`src/logic/link_err_strap_pkg.sv`:
```
// Constants, field layouts and state carriers for the link error and
// strap status register slice.
// Assumes an 8-bit register port and one clock (the recovered pixel clock).
package link_err_strap_pkg;

  // Register offsets.
  localparam logic [7:0] OFS_RESERVED_B5   = 8'hB5;
  localparam logic [7:0] OFS_RESERVED_B6   = 8'hB6;
  localparam logic [7:0] OFS_RESERVED_B7   = 8'hB7;
  localparam logic [7:0] OFS_STRAP_STATUS  = 8'hB8;
  localparam logic [7:0] OFS_LINK_ERR_CTL  = 8'hB9;
  localparam logic [7:0] OFS_ENC_CRC_CTL   = 8'hBA;
  localparam logic [7:0] OFS_RESERVED_BB   = 8'hBB;

  // Values after reset.
  localparam logic [7:0] RST_RESERVED_B5   = 8'h00;
  localparam logic [7:0] RST_RESERVED_B6   = 8'h18;
  localparam logic [7:0] RST_RESERVED_B7   = 8'h00;
  localparam logic [7:0] RST_RESERVED_BB   = 8'h74;
  localparam logic       RST_IGNORE_WAIT   = 1'h1;
  localparam logic       RST_COUNT_EN      = 1'h1;
  localparam logic [3:0] RST_THRESHOLD     = 4'h3;
  localparam logic       RST_CRC_DISABLE   = 1'h0;
  localparam logic [6:0] RST_ENC_RESERVED  = 7'h03;

  // Field positions.
  localparam int BIT_INDEX_DONE   = 7;
  localparam int LSB_INDEX_VALUE  = 4;
  localparam int BIT_CONFIG_DONE  = 3;
  localparam int LSB_CONFIG_VALUE = 0;
  localparam int BIT_IGNORE_WAIT  = 5;
  localparam int BIT_COUNT_EN     = 4;
  localparam int LSB_THRESHOLD    = 0;
  localparam int BIT_CRC_DISABLE  = 7;

  localparam int STRAP_W = 3;
  localparam int NUM_STRAPS = 2;

  typedef enum logic [0:0] {
    LINK_UNLOCKED = 1'b0,
    LINK_LOCKED   = 1'b1
  } link_state_e;

  typedef struct packed {
    logic               done;
    logic [STRAP_W-1:0] value;
  } strap_state_s;

  typedef struct packed {
    logic [7:0]  rsvd_b5;
    logic [7:0]  rsvd_b6;
    logic [7:0]  rsvd_b7;
    logic [7:0]  rsvd_bb;
    logic        ignore_errors_in_filter_wait;
    logic        count_en;
    logic [3:0]  lock_drop_threshold;
    logic        encoder_crc_disable;
    logic [6:0]  enc_reserved;
    link_state_e link_state;
    logic [3:0]  error_count;
    logic        lock_detect_prev;
    logic [7:0]  rdata;
    logic        rvalid;
    logic [7:0]  link_info;
    logic        link_info_upd;
  } bank_state_s;

endpackage

```
`src/logic/strap_capture.sv`:
```
// Latches one decoded strap value and flags completion.
// Assumes the decoder pulses i_decode_valid with a settled value.
`timescale 1ns/1ps
`default_nettype none
module strap_capture
  import link_err_strap_pkg::*;
(
  // Clock and reset
  input  wire logic               i_sys_clk,
  input  wire logic               i_reset,
  // Decoder side
  input  wire logic               i_decode_valid,
  input  wire logic [STRAP_W-1:0] i_decode_value,
  // Latched result
  output logic                    o_done,
  output logic [STRAP_W-1:0]      o_value
);
  strap_state_s st_q;
  strap_state_s st_d;

  // The first result is kept; later pulses cannot disturb a read value.
  always_comb begin
    st_d = st_q;
    if (i_decode_valid && !st_q.done) begin
      st_d.value = i_decode_value;
      st_d.done  = 1'b1;
    end
  end

  always_ff @(posedge i_sys_clk) begin
    if (i_reset) begin
      st_q <= '0;
    end else begin
      st_q <= st_d;
    end
  end

  assign o_done  = st_q.done;
  assign o_value = st_q.value;
endmodule
`default_nettype wire

```
`src/logic/link_err_strap_bank.sv`:
```
// Register slice: strap decode status, link error lock monitor and
// encoder CRC gate for link information updates.
// Assumes i_sys_clk is the recovered pixel clock and that every input is
// synchronous to it. Register reads answer one cycle after the strobe.
//
// Functional notes
// - Index strap done flag at status bit 7.
// - Index strap value read at bits 6:4.
// - Config strap done flag at status bit 3.
// - Config strap value read at bits 2:0.
// - Bit 5 ignores errors in filter wait.
// - Count errors only while bit 4 set.
// - Drop lock when count reaches threshold.
// - Counting disabled: first error drops lock.
// - Parity, clock, control violations count as errors.
// - Bit 7 clear: failed CRC blocks updates.
`timescale 1ns/1ps
`default_nettype none
module link_err_strap_bank
  import link_err_strap_pkg::*;
(
  // Clock and reset
  input  wire logic               i_sys_clk,
  input  wire logic               i_reset,
  // Register port
  input  wire logic [7:0]         i_reg_addr,
  input  wire logic               i_reg_wr,
  input  wire logic               i_reg_rd,
  input  wire logic [7:0]         i_reg_wdata,
  output logic [7:0]              o_reg_rdata,
  output logic                    o_reg_rvalid,
  // Strap decoders
  input  wire logic               i_index_strap_valid,
  input  wire logic [STRAP_W-1:0] i_index_strap_code,
  input  wire logic               i_config_strap_valid,
  input  wire logic [STRAP_W-1:0] i_config_strap_code,
  // Forward link monitor
  input  wire logic               i_lock_detect,
  input  wire logic               i_parity_err,
  input  wire logic               i_clock_err,
  input  wire logic               i_control_err,
  input  wire logic               i_filter_wait,
  output logic                    o_link_lock,
  // Encoded link information sequences
  input  wire logic               i_enc_valid,
  input  wire logic               i_enc_crc_ok,
  input  wire logic [7:0]         i_enc_info,
  output logic [7:0]              o_link_info,
  output logic                    o_link_info_upd
);

  bank_state_s        st_q;
  bank_state_s        st_d;
  logic [NUM_STRAPS-1:0] strap_done;
  logic [STRAP_W-1:0] strap_value [NUM_STRAPS];
  logic [NUM_STRAPS-1:0] strap_valid;
  logic [STRAP_W-1:0] strap_code [NUM_STRAPS];
  logic               link_error;
  logic               counted_error;
  logic [4:0]         count_inc;
  logic [7:0]         status_byte;

  assign strap_valid   = {i_config_strap_valid, i_index_strap_valid};
  assign strap_code[0] = i_index_strap_code;
  assign strap_code[1] = i_config_strap_code;

  genvar g;
  generate
    for (g = 0; g < NUM_STRAPS; g++) begin : g_strap
      strap_capture u_cap (
        .i_sys_clk      (i_sys_clk),
        .i_reset        (i_reset),
        .i_decode_valid (strap_valid[g]),
        .i_decode_value (strap_code[g]),
        .o_done         (strap_done[g]),
        .o_value        (strap_value[g])
      );
    end
  endgenerate

  always_comb begin
    status_byte = 8'h00;
    status_byte[BIT_INDEX_DONE] = strap_done[0];
    status_byte[LSB_INDEX_VALUE +: STRAP_W] = strap_value[0];
    status_byte[BIT_CONFIG_DONE] = strap_done[1];
    status_byte[LSB_CONFIG_VALUE +: STRAP_W] = strap_value[1];
  end

  assign link_error = i_parity_err | i_clock_err | i_control_err;
  // Errors in the filter settling window are dropped only when enabled.
  assign counted_error = link_error &
      !(st_q.ignore_errors_in_filter_wait && i_filter_wait);
  assign count_inc = {1'b0, st_q.error_count} + 5'h01;

  always_comb begin
    st_d = st_q;
    st_d.rvalid = 1'b0;
    st_d.link_info_upd = 1'b0;
    st_d.lock_detect_prev = i_lock_detect;

    if (i_reg_wr) begin
      case (i_reg_addr)
        OFS_RESERVED_B5: st_d.rsvd_b5 = i_reg_wdata;
        OFS_RESERVED_B6: st_d.rsvd_b6 = i_reg_wdata;
        OFS_RESERVED_B7: st_d.rsvd_b7 = i_reg_wdata;
        OFS_RESERVED_BB: st_d.rsvd_bb = i_reg_wdata;
        OFS_LINK_ERR_CTL: begin
          st_d.ignore_errors_in_filter_wait = i_reg_wdata[BIT_IGNORE_WAIT];
          st_d.count_en = i_reg_wdata[BIT_COUNT_EN];
          st_d.lock_drop_threshold = i_reg_wdata[LSB_THRESHOLD +: 4];
        end
        OFS_ENC_CRC_CTL: begin
          st_d.encoder_crc_disable = i_reg_wdata[BIT_CRC_DISABLE];
          st_d.enc_reserved = i_reg_wdata[6:0];
        end
        default: ;
      endcase
    end

    if (i_reg_rd) begin
      st_d.rvalid = 1'b1;
      case (i_reg_addr)
        OFS_RESERVED_B5:  st_d.rdata = st_q.rsvd_b5;
        OFS_RESERVED_B6:  st_d.rdata = st_q.rsvd_b6;
        OFS_RESERVED_B7:  st_d.rdata = st_q.rsvd_b7;
        OFS_RESERVED_BB:  st_d.rdata = st_q.rsvd_bb;
        OFS_STRAP_STATUS: st_d.rdata = status_byte;
        OFS_LINK_ERR_CTL: st_d.rdata = {2'b00,
            st_q.ignore_errors_in_filter_wait, st_q.count_en,
            st_q.lock_drop_threshold};
        OFS_ENC_CRC_CTL:  st_d.rdata = {st_q.encoder_crc_disable,
            st_q.enc_reserved};
        default:          st_d.rdata = 8'h00;
      endcase
    end

    // Lock monitor. A new lock needs a fresh rising edge of the detector,
    // otherwise a dropped link would relock in the very next cycle.
    case (st_q.link_state)
      LINK_UNLOCKED: begin
        if (i_lock_detect && !st_q.lock_detect_prev) begin
          st_d.link_state = LINK_LOCKED;
          st_d.error_count = 4'h0;
        end
      end
      LINK_LOCKED: begin
        if (!i_lock_detect) begin
          st_d.link_state = LINK_UNLOCKED;
        end else if (counted_error) begin
          if (!st_q.count_en) begin
            st_d.link_state = LINK_UNLOCKED;
          end else if (count_inc >= {1'b0, st_q.lock_drop_threshold}) begin
            st_d.link_state = LINK_UNLOCKED;
            st_d.error_count = st_q.lock_drop_threshold;
          end else begin
            st_d.error_count = count_inc[3:0];
          end
        end
      end
      default: st_d.link_state = LINK_UNLOCKED;
    endcase

    // A failed sequence touches the stored link information only while encoder_crc_disable is set.
    if (i_enc_valid && (i_enc_crc_ok || st_q.encoder_crc_disable)) begin
      st_d.link_info = i_enc_info;
      st_d.link_info_upd = 1'b1;
    end
  end

  always_ff @(posedge i_sys_clk) begin
    if (i_reset) begin
      st_q <= '0;
      st_q.rsvd_b5 <= RST_RESERVED_B5;
      st_q.rsvd_b6 <= RST_RESERVED_B6;
      st_q.rsvd_b7 <= RST_RESERVED_B7;
      st_q.rsvd_bb <= RST_RESERVED_BB;
      st_q.ignore_errors_in_filter_wait <= RST_IGNORE_WAIT;
      st_q.count_en <= RST_COUNT_EN;
      st_q.lock_drop_threshold <= RST_THRESHOLD;
      st_q.encoder_crc_disable <= RST_CRC_DISABLE;
      st_q.enc_reserved <= RST_ENC_RESERVED;
      st_q.link_state <= LINK_UNLOCKED;
    end else begin
      st_q <= st_d;
    end
  end

  assign o_reg_rdata     = st_q.rdata;
  assign o_reg_rvalid    = st_q.rvalid;
  assign o_link_lock     = (st_q.link_state == LINK_LOCKED);
  assign o_link_info     = st_q.link_info;
  assign o_link_info_upd = st_q.link_info_upd;
endmodule
`default_nettype wire

```
`config.mk`:
```
export PLATFORM = sky130hd
export DESIGN_NAME = link_err_strap_bank
export DESIGN_NICKNAME = d
export VERILOG_FILES = /design/src/logic/link_err_strap_pkg.sv /design/src/logic/strap_capture.sv /design/src/logic/link_err_strap_bank.sv
export SDC_FILE = /design/constraint.sdc
export NUM_CORES = 1
export LEC_CHECK = 0
export BUFFER_PORTS_ARGS = -buffer_cell sky130_fd_sc_hd__buf_2
export CAP_MARGIN = 25
export CORE_MARGIN = 3
export CORE_UTILIZATION = 56
export CTS_CLUSTER_SIZE = 12
export DETAILED_ROUTE_END_ITERATION = 7
export PLACE_DENSITY = 0.79
export SLEW_MARGIN = 20
export SYNTH_ARGS = -nofsm -noshare
export SYNTH_HDL_FRONTEND = slang
export SYNTH_SLANG_ARGS = --single-unit
```
`constraint.sdc`:
```
create_clock -name i_sys_clk -period 2.8 [get_ports i_sys_clk]
set_clock_uncertainty 0.15 [all_clocks]
set_input_delay 0.14 -clock i_sys_clk [delete_from_list [all_inputs] [get_ports i_sys_clk]]
set_output_delay 0.14 -clock i_sys_clk [all_outputs]
set_load 0.1 [all_outputs]
```
Word level (Yosys, flattened, before mapping)
Index checks and enable logic that the tools add are counted.
- bits of input ports: 43
- output and inout port bits: 19
- word-level logic and storage cells: 66
- flip-flop bits (word level): 78
- $lt $le $gt $ge: 1
- add/sub/neg operators: 1
- reduce and logical (&&, ||, !) cells: 17
- bitwise operators: 4
- mux-type cells: 12
- equal/unequal tests: 11
- operators with widths (kind ; number):
    $eq 8x8->1 const B ; 7
    $pmux 8 s7 ; 1
    $mux 4 ; 3
    $reduce_and 2->1 ; 6
    $mux 5 ; 2
    $pmux 5 s2 ; 1
    $add 4x1->5 const B ; 1
    $ge 5x4->1 ; 1
    $logic_and 1x1->1 ; 5
    $mux 1 ; 5
    $logic_not 1->1 ; 4
    $ne 2x1->1 const B ; 2
    $ne 2x2->1 const B ; 2
    $reduce_and 4->1 ; 1
    $or 1x1->1 ; 2
    $and 1x1->1 ; 1
    $logic_or 1x1->1 ; 1
    $not 1->1 ; 1

Longest topological paths before layout
- depth after elaboration: 7
- gate-level depth with buffers: 8
- mapped depth without buffers: 8

By module
Synthesis repeated with hierarchy kept, for this count alone.
- cells, all modules: 367
- area total of the unflattened synthesis: 3723.6 sq um
- modules (own cells, without submodules) (module ; seq. area each (sq um) ; area an instance (sq um) ; cells an instance ; instances):
    link_err_strap_bank ; 1401.3 ; 3380.7 ; 335 ; 1
    strap_capture ; 80.1 ; 171.4 ; 16 ; 2

Worst setup path before layout
Ideal clock, no wire load.
- path kind: register to register
- start: register st_q[19] in the netlist's numbering
- end: register st_q[21] in the netlist's numbering
- arrival time: 1782 ps
- data required time: 2513 ps
- library setup time: 137 ps
- period minus slack after synthesis: 2069 ps
- path slack: 731 ps
- path buffers: 0
- cell stages (with the launch flop): 7
- path through: dfxtp_1 -> ha_1 -> ha_1 -> a2111oi_2 -> o21ai_1 -> a211oi_1 -> a211oi_1
- word-level cells in the longest chain between the ends: 7
- RTL lines (element ; line ; text):
    start: declaration ; link_err_strap_bank.sv:52 ; bank_state_s st_q;
    start signal: assignment ; link_err_strap_bank.sv:184 ; st_q <= st_d;
    $add 4x1->5 (*) ; link_err_strap_bank.sv:93 ; assign count_inc = {1'b0, st_q.error_count} + 5'h01;
    $ge 5x4->1 ; link_err_strap_bank.sv:152 ; end else if (count_inc >= {1'b0, st_q.lock_drop_threshold}) begin
    $mux 4 (*) ; link_err_strap_bank.sv:152 ;
    $mux 4 (*) ; link_err_strap_bank.sv:150 ; if (!st_q.count_en) begin
    $mux 5 (*) ; link_err_strap_bank.sv:149 ; end else if (counted_error) begin
    $mux 4 (*) ; link_err_strap_bank.sv:147 ; if (!i_lock_detect) begin
    $pmux 5 s2 (*) ; link_err_strap_bank.sv:139 ; case (st_q.link_state)
Every way passes the cells marked *; elsewhere a longest branch is shown, timed or not. The select of a mux whose other input is x is not followed.
A chain may end at the register's enable or synchronous reset.

Final worst setup path
Ends and elaborated chain as after synthesis.

==> results.ini <==
[status]
status = completed

[route]
post_drt_wl_per_cell_um = 16.5
drc_errors = 0
drt-initial-drc-count = 357
ant_nets = 0
num_vias = 3213
routed_wl_um = 9030
dr.pass1.iters = 5
vias_per_cell = 5.86

[critical_path]
critPathMaxFanout = 5
cp_cell_sequence = ha_1 -> xor2_1 -> ha_1 -> o21a_1 -> nor2_1 -> o21ai_1 -> a211oi_1 -> a211oi_1
critPathMaxStageDelay_ns = 0.40
critPathSlowestCell = dfxtp_1
crit_required_ns = 2.85
worstSetupPathType = flip-flop to flip-flop
worstSetupStartpointType = flip-flop
crit_path_end_kind = flip-flop
cp.arrival_ns = 2.37

[final_layout]
finalInstanceArea_mm2 = 0.00440
antenna_cells = 0
final_nets = 514
n_fill_cell = 517
drive_gt1_share_pct = 21.2
area_growth_pct = 17.4
final_cells = 548

[timing]
tightest_slew_ns = 0.703
min_period_ns = 2.32
rsz0062_at_grt = false
whs_ns = 0.0390
fmax_mhz = 431
fin_ws_ns = 0.480
maxSlewViolCount = 0
finalHoldViolations = 0
fin_setup_tns_ns = 0
min_period_over_period_pct = 82.9
relSlewSlack_pct = 53.1
setup_viol = 0

[global_routing]
grt_first_pass_wirelength_um = 14400
grt-ovfl-total = 0
grt_max_degree = 37
grt_antenna_before_repair = 0
grtUsageTotal_pct = 24.2
grt_pass1_vias = 2947

[synthesis]
ys_seq_area_share_pct = 41.6
synth.distinct_cells = 54
synth_edf_count = 0
synthArstFlopShare_pct = 0
synth_nets = 449
synth.avg_cell_area_um2 = 9.35
netlist_area_mm2 = 0.00375
synth_flop_cell = dfxtp_1
ys_ff_latch = 78
yosysWarnings = 0
synth_cells = 401

[placement]
dpl.cell_count = 506
place_congestion = 0.905
dpl_worst_slack_ns = 0.521
portBuffers = 61
place_area_mm2 = 0.00396
post-dp-hpwl_um = 6160

[floorplan]
dieArea_mm2 = 0.00771
ios = 62
die_height_um = 87.8
rows = 29
initial_core_util_pct = 58.4
die_x_um = 87.8
fp.coreArea_mm2 = 0.00642

[power_and_ir_drop]
vdd_drop_max_mv = 0.326
power_density_mw_per_mm2 = 498
p_leak_uw = 0.00198

[job]
maxCapViolations = 0

[cts]
cts_buffer_depth = 2
path_clk_slew_ns = 0.08
cts_made_buffers = 9
clock_sinks = 78
clock_latency_ns = 0.36
tritoncts = yes
htree_levels = 3
cts-root-buf = clkbuf_8

[worst_hold_path]
hp-class = input pin to flip-flop

==> cells in the final DEF, fill, tap and decap left out, drive strengths merged, types with 4 or more instances in the layout <==
master,n
nor2b,7
clkbuf,9
a221oi,11
a21oi,12
mux2i,44
nor2,64
a22oi,6
nand3,24
dfxtp,78
nand2b,4
dlygate4sd3,26
a211o,13
o21ai,5
buf,68
inv,19
ha,5
and3,4
a22o,5
nand2,19
==> state kept, by name (all words and copies together), names as in the netlist <==
| register | cells |
|---|---|
| o_link_info | 8 |
| o_link_info_upd | 1 |
| g_strap.u_cap.o_done | 2 |
| st_q | 51 |
| o_link_lock | 1 |
| o_reg_rdata | 8 |
| g_strap.u_cap.o_value | 6 |
| o_reg_rvalid | 1 |
==> stage by stage <==
stage / utilization (%) / power [uW]
2_1_floorplan: - / 1340
3_5_place_dp: 61.7 / 1410
6_report: 68.5 / 2190
3_3_place_gp: 61.7 / 1400
5_1_grt: 68.5 / 2280
4_1_cts: 68.5 / 2200
==> power breakdown <==
part           internal, uW  switching (uW)
clock network           331             449
registers              1130            11.6
logic                  99.2             175
==> worst max-delay path: cells and delay by family, from the launching register on <==
kind / cells / cell delay [ns]
xor gates and xnor gates: 1 / 0.23
AOI/OAI and AO/OA: 4 / 0.75
DFF: 1 / 0.40
adders and majority gates: 2 / 0.49
and+or+nand+nor: 1 / 0.16
==> layer usage <==
metal	up-vias	wire, um	GRT usage (%)
met1	1479	3930	32.9
met4	0	201	10.3
met3	30	698	4.05
li1	1531	-	-
met5	-	0	0
met2	173	4200	38.1
==> cells in the mapped netlist, types with 3 or more instances <==
| cell | number | area (um^2) |
|---|---|---|
| nand3_4 | 3 | 52.6 |
| buf_2 | 5 | 25.0 |
| dfxtp_1 | 78 | 1560 |
| buf_4 | 19 | 143 |
| nor2_1 | 64 | 240 |
| a221oi_2 | 4 | 60.1 |
| mux2i_1 | 44 | 440 |
| o21a_1 | 3 | 22.5 |
| a22o_1 | 5 | 43.8 |
| a21oi_1 | 12 | 60.1 |
| o21ai_1 | 3 | 15.0 |
| inv_1 | 16 | 60.1 |
| o2bb2ai_1 | 3 | 26.3 |
| a221oi_1 | 7 | 61.3 |
| nand2_1 | 19 | 71.3 |
| nor3_1 | 3 | 15.0 |
| a211oi_1 | 3 | 22.5 |
| o22ai_1 | 3 | 18.8 |
| and3_1 | 4 | 25.0 |
| clkbuf_1 | 11 | 41.3 |
| nand3_1 | 20 | 100 |
| nand2b_1 | 4 | 25.0 |
| nand3b_1 | 3 | 22.5 |
| a22oi_1 | 6 | 45.0 |
| a211o_1 | 13 | 114 |
| nor2b_1 | 7 | 43.8 |
| ha_1 | 5 | 62.6 |
==> kinds of logic after synthesis <==
kind of cell             synth area share, %
buffers and inverters                   8.48
AO/OA/AOI/OAI                           15.7
flip-flops                              41.6
multiplexers                            12.9
XOR/XNOR                               0.467
AND/OR/NAND/NOR                         19.1
adder cells (fa/ha/maj)                 1.67
==> repair_timing <==
item | in CTS | in global routing
hold endpoints to repair | 50 | 0
setup endpoints to repair | 0 | 0
hold buffers | 26 | 0
setup buffers | 0 | 0
gates resized for setup | 0 | 0
==> final timing paths <==
kind         cells past startpoint                  start                     end  slack (ns)
max                              8  st_q[19]$_SDFFE_PP0P_   st_q[21]$_SDFFE_PP0P_        0.48
min                              4          i_filter_wait  o_link_lock$_SDFF_PP0_        0.04
max reg2reg                      8  st_q[19]$_SDFFE_PP0P_   st_q[21]$_SDFFE_PP0P_        0.48
min reg2reg                      2  st_q[62]$_SDFFE_PP0P_   st_q[62]$_SDFFE_PP0P_        0.31
==> area by class of cell <==
| cell class | instances | area [um^2] | area share (%) |
|---|---|---|---|
| Tap cell | 77 | 96.3 | 2.19 |
| Inverter | 17 | 63.8 | 1.45 |
| Multi-Input combinational cell | 266 | 1870 | 42.5 |
| Sequential cell | 78 | 1560 | 35.5 |
| Clock inverter | 7 | 55.1 | 1.25 |
| Clock buffer | 9 | 124 | 2.81 |
| Timing Repair Buffer | 94 | 631 | 14.3 |
(Power assumes the default switching activity.)
